$ cat src/ntxfr_pkg.sv
`default_nettype none
package ntxfr_pkg;
    // instruction word width and opcodes of the transfer group
    localparam int INSN_W = 10;
    localparam logic [9:0] OP_TIMER2_LOAD = 10'h231;
    localparam logic [9:0] OP_COPY_AUX = 10'h01e;
    localparam logic [9:0] OP_TIMER1_READ = 10'h270;
    localparam logic [9:0] OP_TIMER2_READ = 10'h271;
    localparam logic [9:0] OP_RESULT_READ = 10'h279;
    localparam logic [9:0] OP_PAIR_READ = 10'h02a;
    // field positions
    localparam int NIB_W = 4;
    localparam int HI_LSB = 4;
    localparam int LO_LSB = 0;
    localparam int CONV_HI_LSB = 6;
    localparam int CONV_LO_LSB = 2;
    localparam int MODE_BIT = 3;
    localparam logic [3:0] NIB_RESET = 4'h0;

    // decoded operation
    typedef enum {
        NT_NONE, NT_T2LOAD, NT_COPYAUX, NT_T1READ, NT_T2READ,
        NT_RESREAD, NT_PAIRREAD
    } ntxfr_op_type;

    // peripheral values presented to the block
    typedef struct packed {
        logic [7:0] timer1;
        logic [7:0] timer2;
        logic [9:0] convResult;
        logic [7:0] compareReg;
        logic [7:0] pairReg;
        logic [3:0] converterControlReg;
    } ntxfr_periph_type;

    // timer-2 write strobe with its data
    typedef struct packed {
        logic strobe;
        logic [7:0] data;
    } ntxfr_t2wr_type;
endpackage : ntxfr_pkg
`default_nettype wire

$ cat src/ntxfr_nibreg.sv
`timescale 1ns/1ps
`default_nettype none
// one 4-bit core register with load strobe; data from a flip-flop
module ntxfr_nibreg (
    input wire logic mclk,
    input wire logic nrst,
    input wire logic load,
    input wire logic [3:0] din,
    output logic [3:0] q
);
    // whole state of the module
    typedef struct packed {
        logic [3:0] val;
    } ntxfr_nib_type;
    ntxfr_nib_type st_q, st_d;

    // load when asked, else hold
    always_comb begin
        st_d = st_q;
        if (load) begin
            st_d.val = din;
        end
    end

    // register the copy
    always_ff @(posedge mclk or negedge nrst) begin
        if (!nrst) begin
            st_q <= '{val: ntxfr_pkg::NIB_RESET};
        end else begin
            st_q <= st_d;
        end
    end

    assign q = st_q.val;
endmodule : ntxfr_nibreg
`default_nettype wire

$ cat src/ntxfr_core.sv
`timescale 1ns/1ps
`default_nettype none
module ntxfr_core (
    // clock and asynchronous reset, active low
    input wire logic mclk,
    input wire logic nrst,
    // instruction slot: valid strobe and the fetched word
    input wire logic insnValid,
    input wire logic [9:0] insnWord,
    // loads from the rest of the core; group reads override them
    input wire logic [3:0] accLoadData,
    input wire logic accLoadEn,
    input wire logic [3:0] auxLoadData,
    input wire logic auxLoadEn,
    // peripheral registers as they stand in this slot
    input wire ntxfr_pkg::ntxfr_periph_type periph,
    // write strobes toward timer 2 and its reload register
    output ntxfr_pkg::ntxfr_t2wr_type timer2Wr,
    output ntxfr_pkg::ntxfr_t2wr_type timer2ReloadWr,
    // accumulator and auxiliary register contents
    output logic [3:0] acc,
    output logic [3:0] aux,
    // status toward the sequencer
    output logic insnHit,
    output logic carryWrite,
    output logic skipNext
);
    // pairing across the whole group: the high nibble of a byte always
    // meets aux and the low nibble always meets acc, reads and writes alike

    // decode one instruction word into the transfer group
    // exact match on all ten bits: a word that differs in any bit is
    // outside the group and falls to NT_NONE, so no neighbour aliases
    function automatic ntxfr_pkg::ntxfr_op_type decode(
        input logic [9:0] w);
        case (w)
            // write toward timer 2 and its reload register
            ntxfr_pkg::OP_TIMER2_LOAD: decode = ntxfr_pkg::NT_T2LOAD;
            // register to register inside the core
            ntxfr_pkg::OP_COPY_AUX: decode = ntxfr_pkg::NT_COPYAUX;
            // byte reads split into aux and acc
            ntxfr_pkg::OP_TIMER1_READ: decode = ntxfr_pkg::NT_T1READ;
            ntxfr_pkg::OP_TIMER2_READ: decode = ntxfr_pkg::NT_T2READ;
            ntxfr_pkg::OP_RESULT_READ: decode = ntxfr_pkg::NT_RESREAD;
            ntxfr_pkg::OP_PAIR_READ: decode = ntxfr_pkg::NT_PAIRREAD;
            default: decode = ntxfr_pkg::NT_NONE;
        endcase
    endfunction : decode

    // plain part-selects, kept as functions so the field positions
    // live in one place for every split read but the converter result
    // high nibble of a byte
    function automatic logic [3:0] hiNib(input logic [7:0] b);
        hiNib = b[ntxfr_pkg::HI_LSB +: ntxfr_pkg::NIB_W];
    endfunction : hiNib

    // low nibble of a byte
    function automatic logic [3:0] loNib(input logic [7:0] b);
        loNib = b[ntxfr_pkg::LO_LSB +: ntxfr_pkg::NIB_W];
    endfunction : loNib

    // whole registered state: timer-2 write strobes and data
    // acc and aux live in their own registers below; only the strobes
    // toward the timer block are held here
    typedef struct packed {
        ntxfr_pkg::ntxfr_t2wr_type t2; // toward timer 2 itself
        ntxfr_pkg::ntxfr_t2wr_type reload; // toward its reload register
    } ntxfr_state_type;
    // st_q: strobes as driven now; st_d: what the next edge loads
    ntxfr_state_type st_q, st_d;

    // combinational helpers, rebuilt in every slot
    // op is NT_NONE in any slot without a valid group word
    ntxfr_pkg::ntxfr_op_type op; // decoded operation
    // loads into the two nibble registers, chosen below
    logic [3:0] accNext; // value loaded into accumulator
    logic [3:0] auxNext; // value loaded into aux register
    logic accLd; // accumulator load strobe
    logic auxLd; // aux load strobe
    logic compareMode; // converter in comparator mode

    // decode is purely combinational so every op retires in one cycle
    // the valid strobe gates the decode so an idle slot matches nothing
    // the mode bit is taken in the same slot as the word; no copy of it
    // is held here, so the converter's current setting always decides
    always_comb begin
        op = insnValid ? decode(insnWord) : ntxfr_pkg::NT_NONE;
        compareMode = periph.converterControlReg[
            ntxfr_pkg::MODE_BIT];
    end

    // data selection; other core ops reach the registers via load ports
    // defaults hand both registers to the outside loads; every read of the
    // group takes both load strobes, so an outside load in that slot is lost
    always_comb begin
        accNext = accLoadData;
        auxNext = auxLoadData;
        accLd = accLoadEn;
        auxLd = auxLoadEn;
        st_d = '0; // strobes low unless timer 2 is written
        case (op)
            ntxfr_pkg::NT_T2LOAD: begin
                // high nibble from aux, low from accumulator, both targets
                // acc and aux are only read here, as they stand before this
                // edge, so outside loads in the same slot still land
                // both strobes rise together: timer and reload never drift
                st_d.t2.strobe = 1'b1;
                st_d.t2.data = {aux, acc};
                st_d.reload.strobe = 1'b1;
                st_d.reload.data = {aux, acc};
            end
            ntxfr_pkg::NT_COPYAUX: begin
                // acc takes aux as it stood before the edge; the aux load
                // strobe is forced low, so an outside aux load in this slot
                // is dropped and aux keeps its value
                accNext = aux;
                accLd = 1'b1;
                auxLd = 1'b0;
            end
            ntxfr_pkg::NT_T1READ: begin
                // high nibble to aux, low nibble to acc; the timer is taken
                // as it stands in this slot, a count on the same edge is
                // seen only by the next read
                auxNext = hiNib(periph.timer1);
                accNext = loNib(periph.timer1);
                accLd = 1'b1;
                auxLd = 1'b1;
            end
            ntxfr_pkg::NT_T2READ: begin
                // same split from timer 2; the counter is read, not the
                // reload register
                auxNext = hiNib(periph.timer2);
                accNext = loNib(periph.timer2);
                accLd = 1'b1;
                auxLd = 1'b1;
            end
            ntxfr_pkg::NT_RESREAD: begin
                // one mode test decides both nibbles, so they always come
                // from the same source
                if (compareMode) begin
                    // mode bit high: the eight-bit comparator register
                    auxNext = hiNib(periph.compareReg);
                    accNext = loNib(periph.compareReg);
                end else begin
                    // mode bit low: top eight bits of the ten-bit result
                    // bits 1..0 of the result are not reachable here
                    auxNext = periph.convResult[
                        ntxfr_pkg::CONV_HI_LSB +: ntxfr_pkg::NIB_W];
                    accNext = periph.convResult[
                        ntxfr_pkg::CONV_LO_LSB +: ntxfr_pkg::NIB_W];
                end
                accLd = 1'b1;
                auxLd = 1'b1;
            end
            ntxfr_pkg::NT_PAIRREAD: begin
                // pair register split like the timers; a write to it in
                // the same slot is not seen until the next read
                auxNext = hiNib(periph.pairReg);
                accNext = loNib(periph.pairReg);
                accLd = 1'b1;
                auxLd = 1'b1;
            end
            default: begin
                // not in this group: leave ports in charge
                // and keep both strobes low
            end
        endcase
    end

    // timer-2 write strobes registered, one cycle after the op
    // the register costs a cycle of latency but keeps the timer write
    // free of glitches from the combinational decode
    always_ff @(posedge mclk or negedge nrst) begin
        if (!nrst) begin
            // strobes low through reset: no stray timer write leaves it
            st_q <= '0;
        end else begin
            // one-cycle pulse: the next slot rewrites st_d
            st_q <= st_d;
        end
    end

    // both core registers come out of reset at zero
    // accumulator: outside loads and group reads share one load port
    // outside logic sees the new value in the next slot
    ntxfr_nibreg u_acc (
        .mclk(mclk),
        .nrst(nrst),
        .load(accLd),
        .din(accNext),
        .q(acc)
    );

    // auxiliary register
    // copy-aux holds its load strobe low, every other read loads it
    ntxfr_nibreg u_aux (
        .mclk(mclk),
        .nrst(nrst),
        .load(auxLd),
        .din(auxNext),
        .q(aux)
    );

    // both strobes come straight from flip-flops
    assign timer2Wr = st_q.t2;
    assign timer2ReloadWr = st_q.reload;
    // combinational: tells the sequencer in the same slot that the word
    // belongs to this group
    assign insnHit = (op != ntxfr_pkg::NT_NONE);
    // the group never writes carry nor skips; tied low so the sequencer
    // can merge these with the flags of other groups
    assign carryWrite = 1'b0;
    assign skipNext = 1'b0;
endmodule : ntxfr_core
`default_nettype wire

$ cat config.mk
export PLATFORM = sky130hd
export DESIGN_NAME = ntxfr_core
export DESIGN_NICKNAME = d
export VERILOG_FILES = /design/src/ntxfr_pkg.sv /design/src/ntxfr_nibreg.sv /design/src/ntxfr_core.sv
export SDC_FILE = /design/constraint.sdc
export NUM_CORES = 1
export LEC_CHECK = 0
export BUFFER_PORTS_ARGS = -buffer_cell sky130_fd_sc_hd__buf_2
export CORE_AREA = 2 2 59 72
export DETAILED_ROUTE_END_ITERATION = 8
export DIE_AREA = 0 0 61 74
export MAX_ROUTING_LAYER = met4
export PLACE_DENSITY = 0.72
export SLEW_MARGIN = 20
export SYNTH_ARGS = -nofsm -noshare
export SYNTH_HDL_FRONTEND = slang
export SYNTH_SLANG_ARGS = --single-unit
$ cat constraint.sdc
create_clock -name mclk -period 2.2 [get_ports mclk]
set_input_delay 0.44 -clock mclk [delete_from_list [all_inputs] [get_ports mclk]]
set_output_delay 0.44 -clock mclk [all_outputs]
set_load 0.01 [all_outputs]
# Yosys cells after proc, flatten, opt, wreduce, memory -nomap -nowiden
# Cells that the tools add are included.
[classes] eq_ne=12 muxes=9 n_reduce_logical=3
[op_table] operator="32-bit by 3-bit equality test with 1-bit output (second input constant)" n=3
[op_table] operator="32-bit by 2-bit equality test with 1-bit output (second input constant)" n=2
[op_table] operator="10-bit equality test (second input constant)" n=4
[op_table] operator="32-bit by 1-bit equality test with 1-bit output (second input constant)" n=1
[op_table] operator="32-bit two-way mux" n=1
[op_table] operator="32-bit nonzero test" n=1
[op_table] operator="4-bit one-hot mux with 5 select lines" n=1
[op_table] operator="18-bit two-way mux" n=1
[op_table] operator="3-bit one-hot mux with 6 select lines" n=1
[op_table] operator="4-bit one-hot mux with 4 select lines" n=1
[op_table] operator="10-bit by 5-bit equality test with 1-bit output (second input constant)" n=1
[op_table] operator="10-bit by 6-bit equality test with 1-bit output (second input constant)" n=1
[op_table] operator="4-bit two-way mux" n=2
[op_table] operator="5-bit OR reduction" n=1
[op_table] operator="4-bit OR reduction" n=1
[op_table] operator="1-bit one-hot mux with 2 select lines" n=1
[op_table] operator="1-bit two-way mux" n=1
[word_totals] regBits=26 input_bits=69

# Depth between registers and ports, before layout
# Gate-level depths: netlist of the first run.
[logic_depth] ltp_word=6 depth_mapped=7 depth_no_buf=6

# Modules after synthesis
# Synthesis of the first run repeated with hierarchy kept, for this count alone.
[hier_totals] cells_unflattened=155 area_unflattened_um2=1427.6
[by_module_without_submodules] mod="ntxfr_core" n_inst=1 cells_per_inst=139 area_per_inst_um2=1137.3
[by_module_without_submodules] mod="ntxfr_nibreg" n_inst=2 cells_per_inst=8 area_per_inst_um2=145.1

# Worst setup path before layout of the first run
# No wires, ideal clock.
[synth_path] kind="input-to-output" start="input port insnWord[6]" end="output port insnHit" arrival_ns=1.802 t_required_ns=1.760 slack_ns=-0.042 stages=6 path_buffers=1 cell_sequence="or4b_1 -> nor3_2 -> a21o_4 -> buf_12 -> o21ai_0 -> nand2_1"
[synth_between] elab_chain_len=4 elab_cells_between_ends=9
[synth_rtl] item="from (decl)" line_no="ntxfr_core.sv:9" source="input wire logic [9:0] insnWord,"
[synth_rtl] item="10-bit by 6-bit equality test with 1-bit output, or another cell as far along" line_no="ntxfr_core.sv:36" source="case (w)"
[synth_rtl] item="3-bit one-hot mux with 6 select lines (*)" line_no="ntxfr_core.sv:36"
[synth_rtl] item="32-bit two-way mux (*)" line_no="ntxfr_core.sv:87" source="op = insnValid ? decode(insnWord) : ntxfr_pkg::NT_NONE;"
[synth_rtl] item="32-bit nonzero test (*)" line_no="ntxfr_core.sv:209" source="assign insnHit = (op != ntxfr_pkg::NT_NONE);"
[synth_rtl] item="to (decl)" line_no="ntxfr_core.sv:24" source="output logic insnHit,"
# Every way passes the cells marked *; elsewhere a longest branch is shown, timed or not.

# Final worst setup path of the first run
[layout_path] start="input port insnWord[0]" end="output port insnHit"
# Same word-level chain as after synthesis.

==> out/metrics.yaml, run 1 <==
run_status:
  status: "complete, no violations"
floorplanning:
  ios: 98
  fp.dieW_microns: 61
  core_sq_um: 3850
  start_util: 0.340
  rows: 25
  die_area_sq_um: 4510
  dieHeight_microns: 74
pwr:
  swShare: 0.255
  p_comb_frac: 0.251
  power_density_nw_per_um2: 383
  peakVddDrop_v: 0.000177
  p_leak_nw: 1.07
  power_uw: 752
  p_sw_uw: 192
  p_clk_frac: 0.294
  internal_power_uw: 560
  power_frac_seq: 0.455
job:
  maxCapViolations: 0
layout:
  drive_above_1_share: 0.573
  antenna_cells: 0
  syn2layout_area_growth_pct: 49.9
  post-route-util: 0.510
  finalNetCount: 302
sta:
  finalWorstSetupSlack_ns: 0.0224
  grt_setup_unrepaired: "yes"
  finalCritPeriodShare: 0.990
  finalHoldViolations: 0
  whs_ns: 0.0966
  drv_slew: 0
  timing.fmax_ghz: 0.459
  period_needed_ns: 2.18
  worst_clock_skew_ns: 0.00155
  setup-tns-final_ns: 0
  setup_viol: 0
yosys:
  yosys_warnings: 0
  synth-seq-cells: 17
  synthTopCellsByCount: "21 x mux2i_1, 17 x dfrtp_1, 11 x buf_4"
  synth.area.top_cells: "dfrtp_1 32%, mux2i_1 16%, buf_4 6.3%, mux2_2 6.0%, and2_1 4.3%"
  synth_area_sq_um: 1310
  netlist.area_leader.share: 0.325
  async_reset_ff_frac: 1.00
  yosys.cell_count.top_type: "mux2i_1"
  synthCells: 130
  yosys.area.top_type: "dfrtp_1"
  ys.flop_type: "dfrtp_1"
  synth_cell_type_count: 38
  syn_area_per_cell_sq_um: 10.1
  synth_edf_count: 0
  ys_seq_area_frac: 0.325
setup_path:
  r2r-start: "u_aux.q[0]$_DFFE_PN0P_"
  worst_setup_path_start_kind: "primary input"
  slowest_delay_ns: 0.54
  path_max_fanout: 2
  crit_path_end_kind: "primary output"
  reg2reg_depth: 3
  critical_path_class: "in -> out"
  crit_required_ns: 1.76
  path_common_cell: "buf_6"
  reg2reg_to: "u_acc.q[0]$_DFFE_PN0P_"
  cp_cell_sequence: "buf_6 -> or4b_4 -> nor3_4 -> buf_6 -> a21o_4 -> o21ai_2 -> nand2_1 -> buf_2"
  rrSetupSlack_ns: 1.25
  arrival_ns: 1.74
  cp_slowest_cell: "or4b_4"
worst_hold_path:
  hold_path_class: "in -> async"
placement:
  gp_congestion: 0.840
  port-buffer-count: 90
  dpl_worst_slack_ns: -0.222
  dp_hpwl_mm: 2.99
clock_network:
  clock-sinks: 17
  cts-root-buf: "clkbuf_8"
  cts_tree: "done"
  cts_made_buffers: 3
  clockBufferDepth: 2
  clk_pin_slew_ns: 0.06
  clk_latency_ns: 0.24
  h-tree-depth: 1
detailed_routing:
  via_per_inst: 4.78
  route.detailed.drc: 0
  wl_per_cell_microns: 12.4
  drt-initial-drc-count: 24
  wirelength_mm: 3.55
  vias: 1366
  ant_nets: 0
  firstDrtPassIters: 4
global_routing:
  antenna_found_initial: 0
  grt_overflow_total: 0
  grt_pass1_wl_mm: 5.38
  grt_usage: 0.162
  grt_max_degree: 18
  grt_pass1_vias: 1241
worst max-delay path, delay by kind of cell:
kind | cells | cell delay, ns
simple gates | 3 | 0.77
buf+inv | 3 | 0.35
compound gates | 2 | 0.18
metrics by stage:
| step | instance area [sq um] | cells |
|---|---|---|
| global route | 1960 | 286 |
| CTS | 1940 | 285 |
| finish | 1960 | 286 |
| detailed placement | 1850 | 278 |
| floorplan | 1310 | 131 |
| global placement | 1850 | 278 |
routing by layer:
metal  up-vias  wire (microns)  global-route usage
li1        679               -                   -
met1       616            1380               0.199
met2        67            1880               0.281
met3         4             265              0.0191
met4         0              19              0.0362
met5         -               0                   -
timing repair:
action	CTS	global route
hold buffers	0	0
setup endpoints to repair	1	4
resized for setup	5	3
pin swaps	4	2
setup buffers	3	1
power by group through the flow:
stage                     combinational (mW)  sequential [mW]  clock (mW)
after floorplan                       0.0733            0.352           0
final                                  0.188            0.342       0.221
after global placement                 0.180            0.349           0
after global routing                   0.210            0.346       0.235
after detailed placement               0.183            0.349           0
after CTS                              0.188            0.343       0.226
cells in the final DEF, fill, tap and decap left out, types with 2 or more instances in the layout:
cell      count
a221oi_1      3
nand3_1       4
mux2_2        7
and4b_1       2
o22a_1        3
and2_1        9
inv_1         2
conb_1        2
o21ai_0       2
o21ai_2       2
nor4_1        2
o21ai_1       2
and3_1        2
a21o_4        2
nor2_1        6
mux2i_1      21
buf_2        89
o21a_1        2
dfrtp_1      17
o211ai_1      3
buf_6         2
buf_4        19
a21oi_1       2
nand2_1       8
clkbuf_8      3
worst max path at each step:
stage,endpoint,slack (ns),from
after CTS,insnHit,-0.04,insnWord[0]
after detailed placement,u_aux.q[3]$_DFFE_PN0P_,-0.22,insnWord[6]
final,insnHit,0.02,insnWord[0]
after global placement,u_aux.q[3]$_DFFE_PN0P_,-0.19,insnWord[6]
after global routing,insnHit,-0.04,insnWord[0]
after floorplan,u_aux.q[1]$_DFFE_PN0P_,-0.02,insnWord[6]
logic make-up (layout without fill, tap and decap cells):
logic type | Yosys count | in the layout | share of synthesized area
buffers and inverters | 15 | 116 | 0.0869
AND/OR/NAND/NOR | 41 | 41 | 0.187
other | 1 | 2 | 0.00286
multiplexers | 28 | 28 | 0.221
AO/OA/AOI/OAI | 27 | 27 | 0.171
flip-flops | 17 | 17 | 0.325
XOR/XNOR | 1 | 1 | 0.00669
flip-flops by register name, summed over array words and instances (netlist names):
signal / flops
timer2ReloadWr: 9
u_acc.q: 4
u_aux.q: 4
layout make-up:
class | instances | area (sq um)
fill | 378 | 1880
multi-input combinational | 99 | 807
timing repair buffer | 110 | 611
sequential | 17 | 425
tap | 54 | 67.6
clock buffer | 4 | 45.0
inverter | 2 | 7.51
(Power assumes the default switching activity.)
==> inputs of run 2 (changes only) <==
PLACE_DENSITY = default   (was 0.72)
PLACE_DENSITY_LB_ADDON = 0.3   (was default)
==> run 2 against run 1 <==
  * Wire length down 3.4%
  * Flip-flop and latch count unchanged
  * Die area unchanged
  * Maximum frequency up 2.5%
  * Clock-buffer cell count unchanged
  * Sequential power about the same
  * Critical path depth down 1
  * Non-clock buffer count down 1
  * Global-route usage down 0.38 points
  * Worst setup slack better by 0.052 ns
  * First-iteration DRC count down 38%
  * Cell area up 0.64%
==> out/metrics.yaml, run 2 (synthesis results as in run 1) <==
pwr:
  power_density_nw_per_um2: 380
  peakVddDrop_v: 0.000255
  power_uw: 751
  p_leak_nw: 1.08
placement:
  gp_congestion: 0.837
  dp_hpwl_mm: 2.95
  port-buffer-count: 90
  dpl_worst_slack_ns: -0.211
  placed_cell_area_sq_um: 1840
  place_inst: 277
global_routing:
  grt_max_degree: 18
  grt_overflow_total: 0
  grt_pass1_vias: 1294
  grt_usage: 0.158
  antenna_found_initial: 0
  grt_pass1_wl_mm: 5.34
layout:
  final_cells: 285
  mostFrequentLayoutCell: "buf_2"
  final_area_sq_um: 1980
  drive_above_1_share: 0.576
  post-route-util: 0.513
  syn2layout_area_growth_pct: 50.8
  antenna_cells: 0
  mostFrequentLayoutCells: "89 x buf_2, 21 x mux2i_1, 18 x buf_4"
  finalNetCount: 301
  largest_reg_flops: 9
detailed_routing:
  wirelength_mm: 3.43
  via_per_inst: 4.67
  ant_nets: 0
  drt-initial-drc-count: 15
  vias: 1331
  firstDrtPassIters: 4
  route.detailed.drc: 0
  wl_per_cell_microns: 12.0
floorplanning:
  core_sq_um: 3850
  rows: 25
  dieHeight_microns: 74
  fp.dieW_microns: 61
  die_area_sq_um: 4510
  ios: 98
  start_util: 0.340
sta:
  finalCritPeriodShare: 0.966
  drv_slew: 0
  whs_ns: 0.101
  setup-tns-final_ns: 0
  grt_setup_unrepaired: "yes"
  finalHoldViolations: 0
  finalWorstSetupSlack_ns: 0.0745
  timing.fmax_ghz: 0.470
  period_needed_ns: 2.13
  setup_viol: 0
  worst_clock_skew_ns: 0.00290
clock_network:
  cts_made_buffers: 3
  cts-root-buf: "clkbuf_8"
  postCtsHoldBufs: 0
  clk_pin_slew_ns: 0.06
  clock-sinks: 17
  clk_latency_ns: 0.24
  clockBufferDepth: 2
  cts_tree: "done"
  h-tree-depth: 1
setup_path:
  cp_cell_sequence: "buf_2 -> or4b_4 -> nor3_4 -> a21o_4 -> o21ai_4 -> nand2_1 -> buf_2"
  arrival_ns: 1.69
  worst_setup_path_start_kind: "primary input"
  cp_slowest_cell: "or4b_4"
  path_common_cell: "buf_2"
  crit_path_end_kind: "primary output"
  critical_path_class: "in -> out"
  path_max_fanout: 3
  crit_buf_inv: 2
  rrSetupSlack_ns: 1.23
  slowest_delay_ns: 0.53
  crit_family: "simple AND/OR/NAND/NOR gates"
  crit_required_ns: 1.76
worst_hold_path:
  hold_path_class: "in -> async"
run_status:
  status: "complete, no violations"
job:
  maxCapViolations: 0
[run 2: cell count changes in the layout (fill, tap and decap cells not counted), sizes merged]
| cell | change |
|---|---|
| buf | -1 |
[run 2: area by class of cell]
cell class	instances	area [sq um]
sequential	17	425
tap	54	67.6
clock buffer	4	45.0
multi-input combinational	99	818
timing repair buffer	109	612
inverter	2	7.51
fill	385	1870
[run 2: path summary, 6_finish.rpt]
| kind | startpoint | end | cells after the start |
|---|---|---|---|
| worst max register to register | u_aux.q[3]$_DFFE_PN0P_ | u_acc.q[3]$_DFFE_PN0P_ | 3 |
| worst min register to register | u_acc.q[2]$_DFFE_PN0P_ | timer2ReloadWr[2]$_DFF_PN0_ | 1 |
| min in group mclk | periph[45] | u_aux.q[3]$_DFFE_PN0P_ | 3 |
| max in group asynchronous | nrst | u_aux.q[1]$_DFFE_PN0P_ | 1 |
| worst min-delay path | nrst | timer2ReloadWr[2]$_DFF_PN0_ | 1 |
| worst max-delay path | insnWord[9] | insnHit | 7 |
[run 2: routing by layer]
layer  global-route usage  part of all wire  vias up  wire length (microns)
met4               0.0459             0.013        0                     43
met5                    -                 0        -                      0
met3              0.00696             0.050        4                    170
met1                0.190              0.42      599                   1430
li1                     -                 -      674                      -
met2                0.282              0.52       54                   1790
[run 2: timing repair]
action                                  CTS  global route
cloned                                    0             0
resized for setup                         4             7
pin swaps                                 5             7
endpoints found under the setup margin    1             5
buffers inserted                          3             1
[run 2: power breakdown]
part / internal (mW) / total, mW / leakage [nW] / switching, mW
sequential: 0.328 / 0.343 / 0.219 / 0.0142
combinational: 0.104 / 0.189 / 0.834 / 0.0852
clock: 0.128 / 0.219 / 0.0228 / 0.0912
total: 0.560 / 0.751 / 1.08 / 0.191
==> inputs of run 3 (changes only) <==
PLACE_DENSITY = 0.8   (was default)
PLACE_DENSITY_LB_ADDON = default   (was 0.3)
==> run 3 against run 2 <==
  * Combinational power decreased by 3%
  * Die area unchanged
  * Clock-buffer cell count is 1 lower
  * Worst hold slack improved by 0.0024 ns
  * Critical path depth increased by 1
  * Cell count shrank 0.35%
  * Utilization decreased by 0.52 points
  * Cell area shrank 1.0%
  * Clock power hardly changed
  * Flip-flop and latch count is the same
  * Via count up 0.15%
  * Register-to-register slack barely moved
  * Critical path type is now in -> reg
  * Critical endpoint is now u_aux.q[3]$_DFFE_PN0P_
  * Largest cell class unchanged
  * Highest routed layer unchanged
==> out/metrics.yaml, run 3 (synthesis results as in run 1) <==
run_status:
  status: "complete, no violations"
detailed_routing:
  met2_length_mm: 1.92
  wirelength_met1_mm: 1.32
  highest_layer: "met4"
  wirelength_mm: 3.48
  ant_nets: 0
  via_per_inst: 4.69
  met3_wirelength_microns: 221
  drt-initial-drc-count: 5
  firstDrtPassIters: 4
  route.detailed.drc: 0
  wl_per_cell_microns: 12.3
  vias: 1333
pwr:
  internal_power_uw: 553
  p_clk_frac: 0.297
  p_sw_uw: 193
  power_frac_seq: 0.458
  swShare: 0.259
  peakVddDrop_v: 0.000235
  p_comb_frac: 0.245
  power_uw: 746
  power_density_nw_per_um2: 382
  p_leak_nw: 1.06
setup_path:
  slowest_delay_ns: 0.55
  arrival_ns: 2.25
  critical_path_class: "in -> reg"
  reg2reg_to: "u_acc.q[3]$_DFFE_PN0P_"
  r2r-start: "u_aux.q[3]$_DFFE_PN0P_"
  crit_end: "u_aux.q[3]$_DFFE_PN0P_"
  worst_setup_path_start_kind: "primary input"
  rrSetupSlack_ns: 1.24
  crit_path_end_kind: "flop"
  crit_required_ns: 2.32
  cp_slowest_cell: "or4b_4"
  reg2reg_depth: 3
  cp_cell_sequence: "buf_2 -> or4b_4 -> nor3_4 -> a21o_4 -> buf_4 -> mux2_2 -> a221oi_1 -> o21ai_1"
  worstSetupStartpoint: "insnWord[9]"
  path_max_fanout: 4
layout:
  antenna_cells: 0
  post-route-util: 0.508
  mostFrequentLayoutCell: "buf_2"
  final_area_sq_um: 1960
  largest_reg_flops: 9
  syn2layout_area_growth_pct: 49.3
  mostFrequentLayoutCells: "88 x buf_2, 21 x mux2i_1, 18 x buf_4"
  finalNetCount: 300
  drive_above_1_share: 0.578
sta:
  setup_viol: 0
  grt_setup_unrepaired: "yes"
  period_needed_ns: 2.14
  worst_clock_skew_ns: 0.000729
  drv_slew: 0
  whs_ns: 0.103
  finalCritPeriodShare: 0.971
  timing.fmax_ghz: 0.468
  finalHoldViolations: 0
floorplanning:
  die_area_sq_um: 4510
  dieHeight_microns: 74
  core_sq_um: 3850
  rows: 25
  fp.dieW_microns: 61
  start_util: 0.340
  ios: 98
placement:
  port-buffer-count: 90
  gp_congestion: 0.867
  placed_cell_area_sq_um: 1820
  dp_hpwl_mm: 2.98
global_routing:
  grt_usage: 0.158
  grt_pass1_vias: 1292
  grt_pass1_wl_mm: 5.33
  grt_overflow_total: 0
  antenna_found_initial: 0
  grt_max_degree: 18
clock_network:
  clk_pin_slew_ns: 0.06
  cts_tree: "done"
  postCtsHoldBufs: 0
  clockBufferDepth: 2
  cts-root-buf: "clkbuf_8"
  h-tree-depth: 1
  clock-sinks: 17
  clk_latency_ns: 0.24
  cts_made_buffers: 3
worst_hold_path:
  hold_path_class: "in -> async"
job:
  maxCapViolations: 0
## run 3: through the flow
stage                     TNS (ns)  setup slack (ns)  instances
after floorplan            -0.0428           -0.0214        131
after CTS                  -0.0151           -0.0151        284
after detailed placement    -0.842            -0.195        274
final                            0            0.0647        284
after global placement      -0.679            -0.145        274
after global routing       -0.0113          -0.00735        284
## run 3: worst max-delay path, delay by kind of cell
kind	cells	cell delay, ns
compound gates	3	0.53
simple gates	2	0.72
mux	1	0.32
buf+inv	2	0.24
## run 3: repair_timing
item | CTS | global route
gates resized for setup | 5 | 5
pin swaps | 6 | 5
buffers inserted | 6 | 0
setup endpoints to repair | 1 | 5
## run 3: power groups by stage
stage | sequential, mW | combinational [mW] | clock [mW]
3_3_place_gp | 0.347 | 0.175 | 0
3_5_place_dp | 0.348 | 0.179 | 0
6_report | 0.342 | 0.183 | 0.222
5_1_grt | 0.344 | 0.203 | 0.235
4_1_cts | 0.342 | 0.183 | 0.226
2_1_floorplan | 0.352 | 0.0733 | 0
## run 3: layout make-up
class | count | area (sq um)
clock inverter | 1 | 5.00
clock buffer | 3 | 41.3
tap | 54 | 67.6
timing repair buffer | 108 | 598
multi-input combinational | 99 | 811
inverter | 2 | 7.51
sequential | 17 | 425
fill | 394 | 1890
## run 3: worst min path at each step
stage	slack (ns)	endpoint
after CTS	0.11	u_acc.q[3]$_DFFE_PN0P_
after global placement	0.37	timer2ReloadWr[0]$_DFF_PN0_
after detailed placement	0.37	timer2ReloadWr[0]$_DFF_PN0_
after floorplan	0.14	timer2ReloadWr[0]$_DFF_PN0_
final	0.10	u_acc.q[3]$_DFFE_PN0P_
after global routing	0.13	u_acc.q[3]$_DFFE_PN0P_
## run 3: routing by layer
layer,track usage,up-vias
met5,-,-
met4,0.0290,0
met3,0.0191,2
met2,0.312,54
met1,0.161,607
li1,-,670
